<file path="src/core/gpcg_consts.svh">
// Register offsets, field positions and reset values of the GPIO port clock gating block
`ifndef GPCG_CONSTS_SVH
`define GPCG_CONSTS_SVH

// Avalon byte address width in bits
`define GPCG_ADDR_W            10
`define GPCG_NUM_PORTS         8

// Register byte offsets
`define GPCG_OFS_RUN_GATE      10'h108
`define GPCG_OFS_SLEEP_GATE    10'h118
`define GPCG_OFS_DEEP_GATE     10'h128
`define GPCG_OFS_RUN_CFG       10'h200
`define GPCG_OFS_STATUS        10'h204
`define GPCG_OFS_IRQ_STATUS    10'h208
`define GPCG_OFS_IRQ_CLEAR     10'h20c
`define GPCG_OFS_IRQ_ENABLE    10'h210

// Field positions
`define GPCG_GATE_MSB          7
`define GPCG_CFG_ACG_BIT       0
`define GPCG_STAT_MODE_LSB     0
`define GPCG_STAT_MODE_MSB     2
`define GPCG_STAT_EN_LSB       8
`define GPCG_STAT_EN_MSB       15

// Reset values
`define GPCG_GATE_RST          8'h00
`define GPCG_CFG_ACG_RST       1'b0
`define GPCG_IRQ_RST           8'h00

// Avalon response codes
`define GPCG_RESP_OKAY         2'b00
`define GPCG_RESP_DECERR       2'b11

`endif

</file>
<file path="src/core/gpcg_pkg.sv">
// Types shared by the GPIO port clock gating block
package gpcg_pkg;

    // Operating mode, one-hot
    typedef enum logic [2:0] {
        GPCG_RUN   = 3'b001,
        GPCG_SLEEP = 3'b010,
        GPCG_DEEP  = 3'b100
    } gpcg_mode_t;

    // Access from the system bus towards one port module
    typedef struct packed {
        logic       valid;
        logic       write;
        logic [2:0] port;
    } gpcg_port_req_t;

    // Answer to that access: granted or bus fault
    typedef struct packed {
        logic       valid;
        logic       fault;
        logic [2:0] port;
    } gpcg_port_resp_t;

endpackage

</file>
<file path="src/core/gpcg_top.sv">
// GPIO port clock gating: run, sleep and deep-sleep gate registers on Avalon-MM
//
// Contract
// Enable bit one in active gating register delivers clock to that port.
// Enable bit zero in active gating register stops that port's clock.
// Any access to a port with stopped clock is answered with bus fault.
// After reset all port enable bits read zero; ports start unclocked.
// Running operation takes enables from run gating register at 0x108.
// Sleep uses sleep register at 0x118; deep-sleep uses deep-sleep register.
// Sleep registers apply only while the auto clock gating bit is set.
// Bits 7 to 0 enable ports H down to A, each read/write.
// Bits 31:8 reserved, read zero; software preserves them and ignores them.
// Software enables each used port before accessing it.
// Deep-sleep gating register sits at 0x128 with identical layout.
// Turning a port clock on or off never produces a shortened pulse.
//
// Decided for this implementation: the Avalon-MM register port.
`timescale 1ns/10ps
`include "gpcg_consts.svh"
module gpcg_top
    import gpcg_pkg::*;
(
    // Clock and reset
    input  wire logic                      mclk_i,
    input  wire logic                      sys_rst_i,
    // Avalon-MM slave
    input  wire logic [`GPCG_ADDR_W-1:0]   avs_address_i,
    input  wire logic                      avs_read_i,
    input  wire logic                      avs_write_i,
    input  wire logic [31:0]               avs_writedata_i,
    input  wire logic [3:0]                avs_byteenable_i,
    output logic [31:0]                    avs_readdata_o,
    output logic [1:0]                     avs_response_o,
    output logic                           avs_waitrequest_o,
    // Power mode requests from the system controller
    input  wire logic                      sleep_req_i,
    input  wire logic                      deep_sleep_req_i,
    // Accesses aimed at the port modules
    input  wire gpcg_port_req_t            port_req_i,
    output gpcg_port_resp_t                port_resp_o,
    // Per-port clock enables, bit 0 port A to bit 7 port H
    output logic [`GPCG_NUM_PORTS-1:0]     port_clk_en_o,
    // Interrupt
    output logic                           irq_o
);

    // Gating registers and configuration
    logic [`GPCG_GATE_MSB:0]   run_gate_r;
    logic [`GPCG_GATE_MSB:0]   sleep_gate_r;
    logic [`GPCG_GATE_MSB:0]   deep_gate_r;
    logic                      acg_r;
    gpcg_mode_t                mode_r;
    gpcg_mode_t                mode_nxt;
    logic [`GPCG_GATE_MSB:0]   active_nxt;
    // Bus handshake
    logic                      waitreq_r;
    logic [31:0]               rdata_r;
    logic [1:0]                resp_r;
    logic                      bus_req;
    logic                      bus_take;
    logic                      wr_take;
    logic [31:0]               rd_mux;
    logic                      hit;
    // Port fault path and interrupt
    gpcg_port_resp_t           port_resp_r;
    logic [`GPCG_GATE_MSB:0]   fault_set;
    logic [`GPCG_GATE_MSB:0]   irq_stat_r;
    logic [`GPCG_GATE_MSB:0]   irq_en_r;
    logic [`GPCG_GATE_MSB:0]   irq_clr;
    logic                      irq_r;

    // A request is taken one cycle after it appears, waitrequest falls then
    assign bus_req  = avs_read_i | avs_write_i;
    assign bus_take = bus_req & waitreq_r;
    assign wr_take  = avs_write_i & ~waitreq_r & avs_byteenable_i[0];

    // Mode follows the power controller; deep sleep wins over sleep
    always_comb begin
        if (deep_sleep_req_i) begin
            mode_nxt = GPCG_DEEP;
        end else if (sleep_req_i) begin
            mode_nxt = GPCG_SLEEP;
        end else begin
            mode_nxt = GPCG_RUN;
        end
    end

    always_ff @(posedge mclk_i) begin
        if (sys_rst_i) begin
            mode_r <= GPCG_RUN;
        end else begin
            mode_r <= mode_nxt;
        end
    end

    // Select the gating register that governs the present mode
    always_comb begin
        case (mode_r)
            GPCG_RUN: begin
                active_nxt = run_gate_r;
            end
            GPCG_SLEEP: begin
                active_nxt = acg_r ? sleep_gate_r : run_gate_r;
            end
            GPCG_DEEP: begin
                active_nxt = acg_r ? deep_gate_r : run_gate_r;
            end
            default: begin
                active_nxt = run_gate_r;
            end
        endcase
    end

    // One enable stage per port; a set bit clocks the port, a clear bit stops it
    genvar gi;
    generate
        for (gi = 0; gi < `GPCG_NUM_PORTS; gi = gi + 1) begin : g_port
            gpcg_gate_cell u_gate (
                .mclk_i   (mclk_i),
                .sys_rst_i(sys_rst_i),
                .en_i     (active_nxt[gi]),
                .clk_en_o (port_clk_en_o[gi])
            );
        end
    endgenerate

    // Run gating register, bit n enables port n
    always_ff @(posedge mclk_i) begin
        if (sys_rst_i) begin
            run_gate_r <= `GPCG_GATE_RST;
        end else if (wr_take && avs_address_i == `GPCG_OFS_RUN_GATE) begin
            run_gate_r <= avs_writedata_i[`GPCG_GATE_MSB:0];
        end
    end

    // Sleep gating register
    always_ff @(posedge mclk_i) begin
        if (sys_rst_i) begin
            sleep_gate_r <= `GPCG_GATE_RST;
        end else if (wr_take && avs_address_i == `GPCG_OFS_SLEEP_GATE) begin
            sleep_gate_r <= avs_writedata_i[`GPCG_GATE_MSB:0];
        end
    end

    // Deep-sleep gating register, same layout as the other two
    always_ff @(posedge mclk_i) begin
        if (sys_rst_i) begin
            deep_gate_r <= `GPCG_GATE_RST;
        end else if (wr_take && avs_address_i == `GPCG_OFS_DEEP_GATE) begin
            deep_gate_r <= avs_writedata_i[`GPCG_GATE_MSB:0];
        end
    end

    // Run configuration: auto clock gating select
    always_ff @(posedge mclk_i) begin
        if (sys_rst_i) begin
            acg_r <= `GPCG_CFG_ACG_RST;
        end else if (wr_take && avs_address_i == `GPCG_OFS_RUN_CFG) begin
            acg_r <= avs_writedata_i[`GPCG_CFG_ACG_BIT];
        end
    end

    // Read multiplexer; upper bits of gate registers always read zero
    always_comb begin
        rd_mux = 32'h0000_0000;
        hit    = 1'b1;
        case (avs_address_i)
            `GPCG_OFS_RUN_GATE: begin
                rd_mux[`GPCG_GATE_MSB:0] = run_gate_r;
            end
            `GPCG_OFS_SLEEP_GATE: begin
                rd_mux[`GPCG_GATE_MSB:0] = sleep_gate_r;
            end
            `GPCG_OFS_DEEP_GATE: begin
                rd_mux[`GPCG_GATE_MSB:0] = deep_gate_r;
            end
            `GPCG_OFS_RUN_CFG: begin
                rd_mux[`GPCG_CFG_ACG_BIT] = acg_r;
            end
            `GPCG_OFS_STATUS: begin
                rd_mux[`GPCG_STAT_MODE_MSB:`GPCG_STAT_MODE_LSB] = mode_r;
                rd_mux[`GPCG_STAT_EN_MSB:`GPCG_STAT_EN_LSB]     = port_clk_en_o;
            end
            `GPCG_OFS_IRQ_STATUS: begin
                rd_mux[`GPCG_GATE_MSB:0] = irq_stat_r;
            end
            `GPCG_OFS_IRQ_CLEAR: begin
                rd_mux = 32'h0000_0000; // Write-only, reads zero
            end
            `GPCG_OFS_IRQ_ENABLE: begin
                rd_mux[`GPCG_GATE_MSB:0] = irq_en_r;
            end
            default: begin
                hit = 1'b0;
            end
        endcase
    end

    // Waitrequest high while idle, low for exactly one cycle per transfer
    always_ff @(posedge mclk_i) begin
        if (sys_rst_i) begin
            waitreq_r <= 1'b1;
        end else if (bus_take) begin
            waitreq_r <= 1'b0;
        end else begin
            waitreq_r <= 1'b1;
        end
    end

    // Read data and response are latched as waitrequest falls
    always_ff @(posedge mclk_i) begin
        if (sys_rst_i) begin
            rdata_r <= 32'h0000_0000;
            resp_r  <= `GPCG_RESP_OKAY;
        end else if (bus_take) begin
            rdata_r <= avs_read_i ? rd_mux : 32'h0000_0000;
            resp_r  <= hit ? `GPCG_RESP_OKAY : `GPCG_RESP_DECERR;
        end
    end

    // Accesses to a port are checked against the clock it receives right now,
    // so an access in the same cycle as an enable change sees the old state
    always_ff @(posedge mclk_i) begin
        if (sys_rst_i) begin
            port_resp_r <= '0;
        end else begin
            port_resp_r.valid <= port_req_i.valid;
            port_resp_r.port  <= port_req_i.port;
            port_resp_r.fault <= port_req_i.valid
                                 & ~port_clk_en_o[port_req_i.port];
        end
    end

    // One-hot fault event towards the sticky status bits
    always_comb begin
        fault_set = '0;
        if (port_req_i.valid && !port_clk_en_o[port_req_i.port]) begin
            fault_set[port_req_i.port] = 1'b1;
        end
    end

    // Clear strobe from the write-only clear register
    always_comb begin
        irq_clr = '0;
        if (wr_take && avs_address_i == `GPCG_OFS_IRQ_CLEAR) begin
            irq_clr = avs_writedata_i[`GPCG_GATE_MSB:0];
        end
    end

    // Sticky fault status; a new fault outranks a clear in the same cycle
    always_ff @(posedge mclk_i) begin
        if (sys_rst_i) begin
            irq_stat_r <= `GPCG_IRQ_RST;
        end else begin
            irq_stat_r <= (irq_stat_r & ~irq_clr) | fault_set;
        end
    end

    // Interrupt enable register
    always_ff @(posedge mclk_i) begin
        if (sys_rst_i) begin
            irq_en_r <= `GPCG_IRQ_RST;
        end else if (wr_take && avs_address_i == `GPCG_OFS_IRQ_ENABLE) begin
            irq_en_r <= avs_writedata_i[`GPCG_GATE_MSB:0];
        end
    end

    // Registered level interrupt, one cycle behind the status
    always_ff @(posedge mclk_i) begin
        if (sys_rst_i) begin
            irq_r <= 1'b0;
        end else begin
            irq_r <= |(irq_stat_r & irq_en_r);
        end
    end

    // Outputs straight from flip-flops
    assign avs_waitrequest_o = waitreq_r;
    assign avs_readdata_o    = rdata_r;
    assign avs_response_o    = resp_r;
    assign port_resp_o       = port_resp_r;
    assign irq_o             = irq_r;

endmodule

</file>
<file path="src/core/gpcg_gate_cell.sv">
// Per-port clock enable stage feeding the port's clock gate
`timescale 1ns/10ps
module gpcg_gate_cell (
    // Clock and reset
    input  wire logic mclk_i,
    input  wire logic sys_rst_i,
    // Selected enable from the active gating register
    input  wire logic en_i,
    // Registered enable towards the integrated clock gate
    output logic      clk_en_o
);

    // Enable only changes on a rising edge; the downstream latch-based gate
    // then passes whole clock pulses only, so no runt pulse can appear
    always_ff @(posedge mclk_i) begin
        if (sys_rst_i) begin
            clk_en_o <= 1'b0;
        end else begin
            clk_en_o <= en_i;
        end
    end

endmodule

</file>
<file path="config.mk">
export PLATFORM = sky130hd
export DESIGN_NAME = gpcg_top
export DESIGN_NICKNAME = d
export VERILOG_FILES = /design/src/core/gpcg_pkg.sv /design/src/core/gpcg_top.sv /design/src/core/gpcg_gate_cell.sv
export VERILOG_INCLUDE_DIRS = /design/src /design/src/core
export SDC_FILE = /design/constraint.sdc
export NUM_CORES = 1
export LEC_CHECK = 0
export BUFFER_PORTS_ARGS = -buffer_cell sky130_fd_sc_hd__buf_2
export CAP_MARGIN = 5
export CORE_AREA = 3 3 93 95
export DETAILED_ROUTE_END_ITERATION = 8
export DIE_AREA = 0 0 96 98
export PLACE_DENSITY = 0.75
export SYNTH_ARGS = -nofsm -noshare
export SYNTH_HDL_FRONTEND = slang
export SYNTH_SLANG_ARGS = --single-unit
</file>
<file path="constraint.sdc">
create_clock -name mclk_i -period 2 [get_ports mclk_i]
set_input_delay 0.4 -clock mclk_i [delete_from_list [all_inputs] [get_ports mclk_i]]
set_output_delay 0.4 -clock mclk_i [all_outputs]
set_load 0.01 [all_outputs]
</file>
Word level (Yosys, flattened, before mapping)
Index checks and enable logic that the tools add are counted.
- register bits: 93
- bits of input ports: 57
- output and inout port bits: 49
- logic and storage cells: 77
- $lt $le $gt $ge: 2
- eq/ne operators: 10
- muxes and demuxes: 19
- bitwise logic cells: 11
- reductions and logical operators: 12
- operator list (cell ; number):
    == test 10 bit (second input constant) ; 5
    2-to-1 mux 8 bit ; 5
    == test 10 x 9 -> 1 bit (second input constant) ; 3
    one-hot mux 5 bit (5 select lines) ; 1
    AND 8 bit ; 2
    2-to-1 mux 16 bit ; 1
    one-hot mux 8 bit (2 select lines) ; 1
    OR reduction 8 bit ; 2
    one-hot mux 2 bit (6 select lines) ; 1
    logical AND 1 bit ; 8
    inverter 8 bit ; 1
    OR 8 bit ; 1
    one-hot mux 1 bit (7 select lines) ; 1
    AND 1 bit ; 4
    less-than comparator 3 x 4 -> 1 bit (second input constant) ; 1
    2-to-1 mux 1 bit ; 4
    2-to-1 mux 2 bit ; 2
    binary-select mux 1 bit (select 3 bit) ; 1
    demux 1 bit (select 3 bit) ; 1
    == test 3 x 2 -> 1 bit (second input constant) ; 1
    == test 3 bit (second input constant) ; 1
    >= comparator 3 x 1 -> 1 bit (second input constant) ; 1
    2-to-1 mux 3 bit ; 1
    inverter 1 bit ; 2
    other kinds (3) ; 3

Longest topological paths before layout
Gate-level depths: netlist of run 1.
- depth after elaboration: 8
- mapped depth: 6
- mapped depth without buffers: 4

Hierarchy
From an unflattened synthesis of run 1, not the netlist that was laid out.
- cells, all modules: 378
- area total of the unflattened synthesis: 3618.5 µm²
- by module, submodules not included (module ; instances ; cells an instance ; area each (µm²) ; sequential area each (µm²)):
    gpcg_top ; 1 ; 362 ; 3348.2 ; 1361.3
    gpcg_gate_cell ; 8 ; 2 ; 33.8 ; 20.0

Worst setup path after synthesis of run 1
No wires, ideal clock.
- path kind: input-to-reg
- start point: input port avs_address_i[1]
- end point: register irq_en_r[5]
- setup time: 0.132 ns
- data arrival time: 1.776 ns
- data required time: 1.868 ns
- slack: 0.092 ns
- cell stages on the path: 5
- path buffers: 1
- path through: or4_1 -> or4_1 -> buf_2 -> o21ai_1 -> a21oi_1
- cells in the longest elaborated chain, start to end: 2
- RTL lines (element ; line ; RTL):
    from (decl) ; gpcg_top.sv:27 ; input wire logic [`GPCG_ADDR_W-1:0] avs_address_i,
    == test 10 bit ; n/a ;
    logical AND 1 bit (no source line) ; n/a ;
    to (signal assigned) ; gpcg_top.sv:262 ; irq_en_r <= `GPCG_IRQ_RST;
    to (signal assigned) ; gpcg_top.sv:264 ; irq_en_r <= avs_writedata_i[`GPCG_GATE_MSB:0];
    to (decl) ; gpcg_top.sv:68 ; logic [`GPCG_GATE_MSB:0] irq_en_r;
No other way between the ends.
A chain may end at the register's enable or synchronous reset.

Worst setup path after layout of run 1
- start point: input port avs_address_i[1]
- end point: register irq_en_r[0]
Same word-level chain as after synthesis.

==> report_table.html, run 1 <==
<table>
<tr><th>Metric</th><th>Value</th></tr>
<tr><th colspan="2">Outcome</th></tr>
<tr><td>Result of the run</td><td>completed</td></tr>
<tr><th colspan="2">Power and ir drop</th></tr>
<tr><td>P_leak</td><td>1.83 nW</td></tr>
<tr><td>Net switching power</td><td>801 uW</td></tr>
<tr><td>Internal portion of total power</td><td>2.25 mW</td></tr>
<tr><td>Clock power share</td><td>0.403</td></tr>
<tr><td>Peak ir drop on the vdd network</td><td>341 uV</td></tr>
<tr><td>Flop pwr share</td><td>0.506</td></tr>
<tr><td>Power per unit of standard cell area</td><td>689 nW/um^2</td></tr>
<tr><td>Switching power share of the total</td><td>0.263</td></tr>
<tr><td>Part of the power in combinational logic</td><td>0.091</td></tr>
<tr><th colspan="2">Timing</th></tr>
<tr><td>Portion of the clock cycle consumed by the worst path in the final layout</td><td>0.900</td></tr>
<tr><td>Hold violation count in the final report</td><td>0</td></tr>
<tr><td>Final setup TNS</td><td>0 ns</td></tr>
<tr><td>Final setup violation count</td><td>0</td></tr>
<tr><td>Clock skew after layout</td><td>0.0100 ns</td></tr>
<tr><td>Max-slew violations</td><td>0</td></tr>
<tr><td>Setup repair after global routing missed its margin</td><td>false</td></tr>
<tr><td>Crit path setup slack, layout</td><td>0.200 ns</td></tr>
<tr><td>Shortest clock period the worst path allows after layout</td><td>1.80 ns</td></tr>
<tr><td>Highest achievable clock rate</td><td>0.555 GHz</td></tr>
<tr><th colspan="2">Die</th></tr>
<tr><td>Die span in x</td><td>96 microns</td></tr>
<tr><td>Floorplan die area</td><td>9410 sq um</td></tr>
<tr><td>Placeable core region</td><td>7810 sq um</td></tr>
<tr><td>Starting utilization of the core area</td><td>0.477</td></tr>
<tr><td>Top-Level Pins</td><td>106</td></tr>
<tr><td>Row cnt</td><td>32</td></tr>
<tr><td>Die Y-Extent</td><td>98 microns</td></tr>
<tr><th colspan="2">Place</th></tr>
<tr><td>Cell count after placement</td><td>569</td></tr>
<tr><td>Placement-stage worst setup slack</td><td>-0.147 ns</td></tr>
<tr><td># port buffers</td><td>61</td></tr>
<tr><td>Detail Placement HPWL</td><td>7780 microns</td></tr>
<tr><td>Final GP Congestion</td><td>0.915</td></tr>
<tr><td>Dpl cell area</td><td>4220 sq um</td></tr>
<tr><th colspan="2">Detailed routing</th></tr>
<tr><td>Iter 0 DRT Violations</td><td>308</td></tr>
<tr><td>Count of TritonRoute iterations in the first routing pass</td><td>6</td></tr>
<tr><td>Residual antenna-violating net count after detailed routing</td><td>0</td></tr>
<tr><td>Residual DRC count</td><td>0</td></tr>
<tr><td>Total number of vias</td><td>3,545</td></tr>
<tr><td>Wirelength per Cell</td><td>18.0 microns</td></tr>
<tr><td>Total wire length</td><td>10,500 microns</td></tr>
<tr><td>Via/cell ratio</td><td>6.06</td></tr>
<tr><th colspan="2">GRT</th></tr>
<tr><td>Number of antenna violations at the first check in global routing</td><td>0</td></tr>
<tr><td>Aggregate global routing overflow</td><td>0</td></tr>
<tr><td>Maximum number of pins on one net before global-route repair</td><td>39</td></tr>
<tr><td>GRT Util Overall</td><td>0.228</td></tr>
<tr><td>Global-route wire length before repair</td><td>16,700 microns</td></tr>
<tr><td>Number of global-route vias before repair</td><td>3,318</td></tr>
<tr><th colspan="2">Layout</th></tr>
<tr><td>Non-Filler Instances</td><td>585</td></tr>
<tr><td>Flip-flop and latch area</td><td>1520 sq um</td></tr>
<tr><td>Combined area of the multi-input logic cells</td><td>1930 sq um</td></tr>
<tr><td>Area delta synth-&gt;final</td><td>19.0%</td></tr>
<tr><td>Final core utilization</td><td>0.567</td></tr>
<tr><td>Number of nets in the layout</td><td>535</td></tr>
<tr><td>Ratio of cells with drive above 1 in the final layout</td><td>0.269</td></tr>
<tr><td>Number of antenna diodes</td><td>0</td></tr>
<tr><td>Number of fillers in the final layout</td><td>719</td></tr>
<tr><td>Post-route standard cell area excluding fillers</td><td>4430 sq um</td></tr>
<tr><th colspan="2">Synth</th></tr>
<tr><td>Portion of the post-synthesis area used by sequential elements</td><td>0.409</td></tr>
<tr><td>Most used DFF post-synth</td><td>sky130_fd_sc_hd__dfxtp_1</td></tr>
<tr><td>Proportion of synthesized flip-flops having asynchronous set or reset</td><td>0</td></tr>
<tr><td>Number of storage elements in the synthesis netlist</td><td>76</td></tr>
<tr><td>Post-synthesis cell area</td><td>3720 sq um</td></tr>
<tr><td>Yosys Warn Count</td><td>0</td></tr>
<tr><td>Synthesized area divided by synthesized cell count</td><td>9.28 sq um</td></tr>
<tr><td>Distinct cell type count of the synthesized netlist</td><td>59</td></tr>
<tr><td>Number of flops mapped to enable cells by yosys</td><td>0</td></tr>
<tr><td>Post-synthesis instance total</td><td>401</td></tr>
<tr><th colspan="2">Clock tree</th></tr>
<tr><td># Post-CTS Setup Buffers</td><td>0</td></tr>
<tr><td>Number of gates resized after cts</td><td>0</td></tr>
<tr><td>Clock tree root driver cell</td><td>sky130_fd_sc_hd__clkbuf_8</td></tr>
<tr><td># clock sinks</td><td>76</td></tr>
<tr><td>Skew-Pair Late Insertion Delay</td><td>0.36 ns</td></tr>
<tr><td>Clock tree from TritonCTS</td><td>done</td></tr>
<tr><td>CTS HTree Levels</td><td>3</td></tr>
<tr><td>CTS buffer count</td><td>9</td></tr>
<tr><td>Maximum clock path buffer count</td><td>2</td></tr>
<tr><td>Clock transition at the registers of the reported paths</td><td>0.08 ns</td></tr>
<tr><td>Hold buffer count at CTS</td><td>0</td></tr>
<tr><th colspan="2">Critical path</th></tr>
<tr><td>Peak fanout along the critical path</td><td>8</td></tr>
<tr><td>WP data arrival</td><td>2.03 ns</td></tr>
<tr><td>Startpoint kind of the worst setup timing path</td><td>input pin</td></tr>
<tr><td>Worst Path Required</td><td>2.23 ns</td></tr>
<tr><td>Type of the setup path with the least slack</td><td>input pin to flip-flop</td></tr>
<tr><td>Capturing element type of the critical path</td><td>flip-flop</td></tr>
<tr><th colspan="2">Run</th></tr>
<tr><td>Max capacitance violation total</td><td>0</td></tr>
<tr><th colspan="2">Worst hold path</th></tr>
<tr><td>Kind of path behind the tightest hold check</td><td>input pin to flip-flop</td></tr>
</table>
## Yosys cell counts (3+ instances only)
cell                        count  area (sq um)
sky130_fd_sc_hd__nand2_1       39           146
sky130_fd_sc_hd__nor2b_1        7          43.8
sky130_fd_sc_hd__a222oi_1       5          50.1
sky130_fd_sc_hd__inv_1          6          22.5
sky130_fd_sc_hd__dfxtp_1       76          1520
sky130_fd_sc_hd__buf_4         27           203
sky130_fd_sc_hd__nand3b_1       9          67.6
sky130_fd_sc_hd__nor2_1        24          90.1
sky130_fd_sc_hd__and3_1         3          18.8
sky130_fd_sc_hd__clkbuf_1      12          45.0
sky130_fd_sc_hd__nor3b_1        4          30.0
sky130_fd_sc_hd__a32o_1         6          60.1
sky130_fd_sc_hd__nand2b_1       3          18.8
sky130_fd_sc_hd__a32oi_1       12           105
sky130_fd_sc_hd__o2bb2ai_1      6          52.6
sky130_fd_sc_hd__a221oi_1       5          43.8
sky130_fd_sc_hd__o22ai_1        8          50.1
sky130_fd_sc_hd__nor4b_1        3          26.3
sky130_fd_sc_hd__buf_2          3          15.0
sky130_fd_sc_hd__nand3_1       16          80.1
sky130_fd_sc_hd__mux2i_1       31           310
sky130_fd_sc_hd__a22oi_1        7          52.6
sky130_fd_sc_hd__nor3_1         4          20.0
sky130_fd_sc_hd__buf_1          4          15.0
sky130_fd_sc_hd__o21ai_0        5          25.0
sky130_fd_sc_hd__a21oi_1       20           100
sky130_fd_sc_hd__o221ai_1       8          70.1
sky130_fd_sc_hd__o21ai_1        8          40.0
## path summary, 6_finish.rpt
check                                       start                        end  slack [ns]  cells after the start
worst max-delay path             avs_address_i[1]                irq_en_r[0]        0.20                      5
worst min-delay path             deep_sleep_req_i                  mode_r[1]        0.22                      2
worst max register to register          mode_r[2]  g_port[2].u_gate.clk_en_o        0.27                      4
worst min register to register  avs_readdata_o[1]          avs_readdata_o[1]        0.48                      2
## state kept, by name (all words and copies together), names as in the netlist
signal,flops
g_port.u_gate.clk_en_o,8
sleep_gate_r,8
irq_en_r,8
avs_readdata_o,16
deep_gate_r,8
port_resp_o,5
run_gate_r,8
irq_stat_r,8
avs_waitrequest_o,1
acg_r,1
irq_o,1
mode_r,3
avs_response_o,1
## power by group through the flow
stage	logic (mW)	clock network, mW	registers [mW]
CTS	0.274	1.24	1.54
finish	0.279	1.23	1.54
global placement	0.267	0	1.58
detailed placement	0.272	0	1.58
global route	0.301	1.31	1.55
floorplan	0.165	0	1.58
## critical path: stages
cell	delay, ns
sky130_fd_sc_hd__buf_2	0.10
sky130_fd_sc_hd__or4_1	0.63
sky130_fd_sc_hd__or4_1	0.59
sky130_fd_sc_hd__o21ai_1	0.22
sky130_fd_sc_hd__a21oi_1	0.09
## routing by layer
layer / wire length, microns / track usage
met5: 0 / 0
met4: 208 / 0.0941
met3: 867 / 0.0416
met2: 5110 / 0.364
met1: 4360 / 0.299
## cells in the final DEF (no fill, tap or decap), drive strengths merged, types with 3 or more instances in the layout
master / count
clkinvlp: 3
nor4: 3
nor3: 6
mux2i: 31
a21oi: 20
clkbuf: 10
a222oi: 5
nand2: 39
nand2b: 3
buf: 99
nor3b: 4
o2bb2ai: 6
conb: 16
and3: 3
nor4b: 4
a22oi: 7
inv: 8
a32oi: 12
dfxtp: 76
nand3b: 9
nor2b: 7
o22ai: 8
o21ai: 13
a221oi: 5
a32o: 6
o221ai: 8
nand3: 16
nor2: 25
## metrics by stage
stage / hold slack, ns / total power, mW
floorplan: 0.443 / 1.75
global placement: 0.463 / 1.85
detailed placement: 0.467 / 1.85
CTS: 0.213 / 3.06
global route: 0.227 / 3.16
finish: 0.222 / 3.05
## layout make-up
type / count / share of cell area
inverter: 7 / 0.00593
timing repair buffer: 99 / 0.139
tap: 102 / 0.0288
clock buffer: 10 / 0.0311
multi-input combinational: 285 / 0.436
clock inverter: 6 / 0.0158
sequential: 76 / 0.344
## cell families after synthesis
kind of cell / count (synthesis) / synth area share
AO/OA/AOI/OAI: 102 / 0.201
buffers and inverters: 55 / 0.0877
flip-flops: 76 / 0.409
multiplexers: 33 / 0.0955
other: 1 / 0.00101
AND/OR/NAND/NOR: 134 / 0.206
Power figures use the tool's default switching activity.
==> run 2, diff against run 1 <==
--- a/config.mk
+++ b/config.mk
@@ -6,12 +6,14 @@
 export SDC_FILE = /design/constraint.sdc
 export NUM_CORES = 1
 export LEC_CHECK = 0
-export BUFFER_PORTS_ARGS = -buffer_cell sky130_fd_sc_hd__buf_2
 export CAP_MARGIN = 5
-export CORE_AREA = 3 3 93 95
+export CORE_AREA = 3 3 85 87
 export DETAILED_ROUTE_END_ITERATION = 8
-export DIE_AREA = 0 0 96 98
-export PLACE_DENSITY = 0.75
+export DIE_AREA = 0 0 88 90
+export DONT_BUFFER_PORTS = 1
+export PLACE_DENSITY = 0.74
+export REMOVE_ABC_BUFFERS = 1
+export SKIP_LAST_GASP = 1
 export SYNTH_ARGS = -nofsm -noshare
 export SYNTH_HDL_FRONTEND = slang
 export SYNTH_SLANG_ARGS = --single-unit
==> run 2 against run 1 <==
Against the previous run: clock skew about the same; clock-buffer cell count up 1; sequential cell count unchanged; non-clock buffer count down 77; combinational power down 42%; fmax up 6.1%; die area down 16%; routed wire length down 8.7%; final cell count down 18%; critical path depth down 1; register-to-register slack better by 0.03 ns; global-route usage up 1.9 points; largest power group unchanged; highest routed layer unchanged.
==> report_table.html, run 2 (synthesized netlist as in run 1, its figures left out) <==
<table>
<tr><th>Metric</th><th>Value</th></tr>
<tr><th colspan="2">Clock tree</th></tr>
<tr><td>Skew-Pair Late Insertion Delay</td><td>0.35 ns (about the same)</td></tr>
<tr><td>Hold buffer count at CTS</td><td>0 (unchanged)</td></tr>
<tr><td>Clock tree root driver cell</td><td>sky130_fd_sc_hd__clkbuf_8</td></tr>
<tr><td># clock sinks</td><td>76 (unchanged)</td></tr>
<tr><td>Clock transition at the registers of the reported paths</td><td>0.08 ns (about the same)</td></tr>
<tr><td>Clock tree from TritonCTS</td><td>done</td></tr>
<tr><td>CTS HTree Levels</td><td>3 (unchanged)</td></tr>
<tr><td>Number of gates resized after cts</td><td>0 (unchanged)</td></tr>
<tr><td># Post-CTS Setup Buffers</td><td>0 (unchanged)</td></tr>
<tr><td>CTS buffer count</td><td>9 (unchanged)</td></tr>
<tr><td>Maximum clock path buffer count</td><td>2 (unchanged)</td></tr>
<tr><th colspan="2">GRT</th></tr>
<tr><td>Global-route wire length before repair</td><td>15,300 microns (-8.2%)</td></tr>
<tr><td>Number of antenna violations at the first check in global routing</td><td>0 (unchanged)</td></tr>
<tr><td>Met1 Use GR</td><td>0.332 (+0.0324)</td></tr>
<tr><td>Gr busiest metal</td><td>met2</td></tr>
<tr><td>Met3 Use GR</td><td>0.0722 (+0.0306)</td></tr>
<tr><td>Aggregate global routing overflow</td><td>0 (unchanged)</td></tr>
<tr><td>Fraction of met2 tracks used by global routing</td><td>0.375 (+0.0112)</td></tr>
<tr><td>Number of global-route vias before repair</td><td>2,978 (-10%)</td></tr>
<tr><td>GRT Util Overall</td><td>0.247 (+0.0191)</td></tr>
<tr><td>Maximum number of pins on one net before global-route repair</td><td>42 (+7.7%)</td></tr>
<tr><th colspan="2">Layout</th></tr>
<tr><td>Number of antenna diodes</td><td>0 (unchanged)</td></tr>
<tr><td>Area delta synth-&gt;final</td><td>5.55%</td></tr>
<tr><td>Non-Filler Instances</td><td>482 (-18%)</td></tr>
<tr><td>Post-route standard cell area excluding fillers</td><td>3930 sq um (-11%)</td></tr>
<tr><td>Commonest non-fill, non-tap cell in the layout</td><td>sky130_fd_sc_hd__dfxtp_1</td></tr>
<tr><td>Number of nets in the layout</td><td>458 (-14%)</td></tr>
<tr><td>Highest-count cells in the layout ignoring fill and taps</td><td>sky130_fd_sc_hd__dfxtp_1 (76), sky130_fd_sc_hd__nand2_1 (39), sky130_fd_sc_hd__mux2i_1 (31)</td></tr>
<tr><td>Ratio of cells with drive above 1 in the final layout</td><td>0.128 (-0.141)</td></tr>
<tr><td>Max reg flops</td><td>16 (unchanged)</td></tr>
<tr><th colspan="2">Detailed routing</th></tr>
<tr><td>Wirelength per Cell</td><td>20.0 microns (+11%)</td></tr>
<tr><td>Via/cell ratio</td><td>6.63 (+9.4%)</td></tr>
<tr><td>Count of TritonRoute iterations in the first routing pass</td><td>5 (-1)</td></tr>
<tr><td>Iter 0 DRT Violations</td><td>342 (+11%)</td></tr>
<tr><td>Total number of vias</td><td>3,194 (-9.9%)</td></tr>
<tr><td>Residual DRC count</td><td>0 (unchanged)</td></tr>
<tr><td>Total wire length</td><td>9630 microns (-8.7%)</td></tr>
<tr><td>Residual antenna-violating net count after detailed routing</td><td>0 (unchanged)</td></tr>
<tr><th colspan="2">Timing</th></tr>
<tr><td>Measured slew at the worst slew-check pin</td><td>0.607 ns</td></tr>
<tr><td>Shortest clock period the worst path allows after layout</td><td>1.70 ns (-0.103 ns)</td></tr>
<tr><td>Portion of the clock cycle consumed by the worst path in the final layout</td><td>0.848 (-0.0517)</td></tr>
<tr><td>Slew margin rel.</td><td>0.592</td></tr>
<tr><td>Hold violation count in the final report</td><td>0 (unchanged)</td></tr>
<tr><td>Setup repair after global routing missed its margin</td><td>false</td></tr>
<tr><td>Final setup violation count</td><td>0 (unchanged)</td></tr>
<tr><td>Max-slew violations</td><td>0 (unchanged)</td></tr>
<tr><td>Clock skew after layout</td><td>0.00973 ns (-0.000300 ns)</td></tr>
<tr><td>Highest achievable clock rate</td><td>0.589 GHz (+6.1%)</td></tr>
<tr><th colspan="2">Worst hold path</th></tr>
<tr><td>Kind of path behind the tightest hold check</td><td>input pin to flip-flop</td></tr>
<tr><td>Worst min-delay path startpoint</td><td>sys_rst_i</td></tr>
<tr><th colspan="2">Run</th></tr>
<tr><td>Max capacitance violation total</td><td>0 (unchanged)</td></tr>
<tr><th colspan="2">Power and ir drop</th></tr>
<tr><td>Power per unit of standard cell area</td><td>703 nW/um^2 (+2.1%)</td></tr>
<tr><td>Peak ir drop on the vdd network</td><td>558 uV (+64%)</td></tr>
<tr><td>P_leak</td><td>1.46 nW (-21%)</td></tr>
<tr><th colspan="2">Die</th></tr>
<tr><td>Placeable core region</td><td>6420 sq um (-18%)</td></tr>
<tr><td>Floorplan die area</td><td>7920 sq um (-16%)</td></tr>
<tr><td>Top-Level Pins</td><td>106 (unchanged)</td></tr>
<tr><td>Starting utilization of the core area</td><td>0.580 (+0.103)</td></tr>
<tr><td>Die span in x</td><td>88 microns (-8.3%)</td></tr>
<tr><td>Row cnt</td><td>29 (-9.4%)</td></tr>
<tr><td>Die Y-Extent</td><td>90 microns (-8.2%)</td></tr>
<tr><th colspan="2">Place</th></tr>
<tr><td>Final GP Congestion</td><td>0.901 (-1.4%)</td></tr>
<tr><td>Cell count after placement</td><td>467 (-18%)</td></tr>
<tr><td>Dpl cell area</td><td>3750 sq um (-11%)</td></tr>
<tr><td># port buffers</td><td>0 (-100%)</td></tr>
<tr><td>Detail Placement HPWL</td><td>6980 microns (-10%)</td></tr>
<tr><th colspan="2">Critical path</th></tr>
<tr><td>WP data arrival</td><td>1.94 ns (-0.09 ns)</td></tr>
<tr><td>Reg-to-reg startpoint</td><td>avs_waitrequest_o</td></tr>
<tr><td>Type of the setup path with the least slack</td><td>flip-flop to flip-flop</td></tr>
<tr><td>Startpoint kind of the worst setup timing path</td><td>flip-flop</td></tr>
<tr><td>Peak fanout along the critical path</td><td>8 (unchanged)</td></tr>
<tr><td>CP Launch Point</td><td>avs_waitrequest_o</td></tr>
<tr><td>Capturing element type of the critical path</td><td>flip-flop</td></tr>
<tr><td>Worst Path Required</td><td>2.25 ns (+0.02 ns)</td></tr>
<tr><th colspan="2">Outcome</th></tr>
<tr><td>Result of the run</td><td>completed</td></tr>
</table>
[run 2: cell types whose count changed in the layout (fill, tap and decap cells not counted), sizes merged]
cell      change
bufinv        -1
clkinvlp      -1
buf          -77
inv           -2
clkinv        +2
clkbuf        +1
[run 2: worst paths after layout]
path              slack [ns]              end  depth (start not counted)
setup / recovery        0.30    irq_stat_r[2]                          4
hold / removal          0.11   port_resp_o[1]                          1
setup reg to reg        0.30    irq_stat_r[2]                          4
hold reg to reg         0.49  sleep_gate_r[2]                          2
[run 2: stage by stage]
step	TNS (ns)	util	worst slack, ns	total power, mW	hold WS, ns
3_3_place_gp	0	0.584	0.0526	1.74	0.463
2_1_floorplan	-0.316	-	-0.0446	1.69	0.443
3_5_place_dp	-0.00934	0.584	-0.00934	1.75	0.471
4_1_cts	0	0.612	0.307	2.78	0.0953
6_report	0	0.612	0.303	2.76	0.112
5_1_grt	0	0.612	0.204	2.87	0.0909
[run 2: power by group]
| part | switching (mW) | internal [mW] | leakage (nW) | total (mW) |
|---|---|---|---|---|
| clock network | 0.543 | 0.506 | 0.0872 | 1.05 |
| logic | 0.102 | 0.0604 | 0.755 | 0.163 |
| registers | 0.0208 | 1.53 | 0.615 | 1.55 |
| total | 0.666 | 2.10 | 1.46 | 2.76 |
[run 2: layer usage]
metal,share of wire,vias to the layer above
met5,0,-
met4,0.021,0
met3,0.085,18
met2,0.47,174
met1,0.42,1528
li1,-,1474
[run 2: critical path, stage by stage, from the launching register on]
cell	delay (ns)
sky130_fd_sc_hd__dfxtp_1	0.39
sky130_fd_sc_hd__and3b_1	0.41
sky130_fd_sc_hd__and3_1	0.40
sky130_fd_sc_hd__nand3_1	0.12
sky130_fd_sc_hd__a32o_1	0.26
[run 2: area by class of cell]
| cell class | instances | area (sq um) |
|---|---|---|
| repair buffers | 22 | 178 |
| fillers | 559 | 2490 |
| clock buffers | 11 | 151 |
| inverters | 7 | 26.3 |
| clock inverters | 4 | 25.0 |
| flip-flops and latches | 76 | 1520 |
| well taps | 77 | 96.3 |
| multi-input cells | 285 | 1930 |
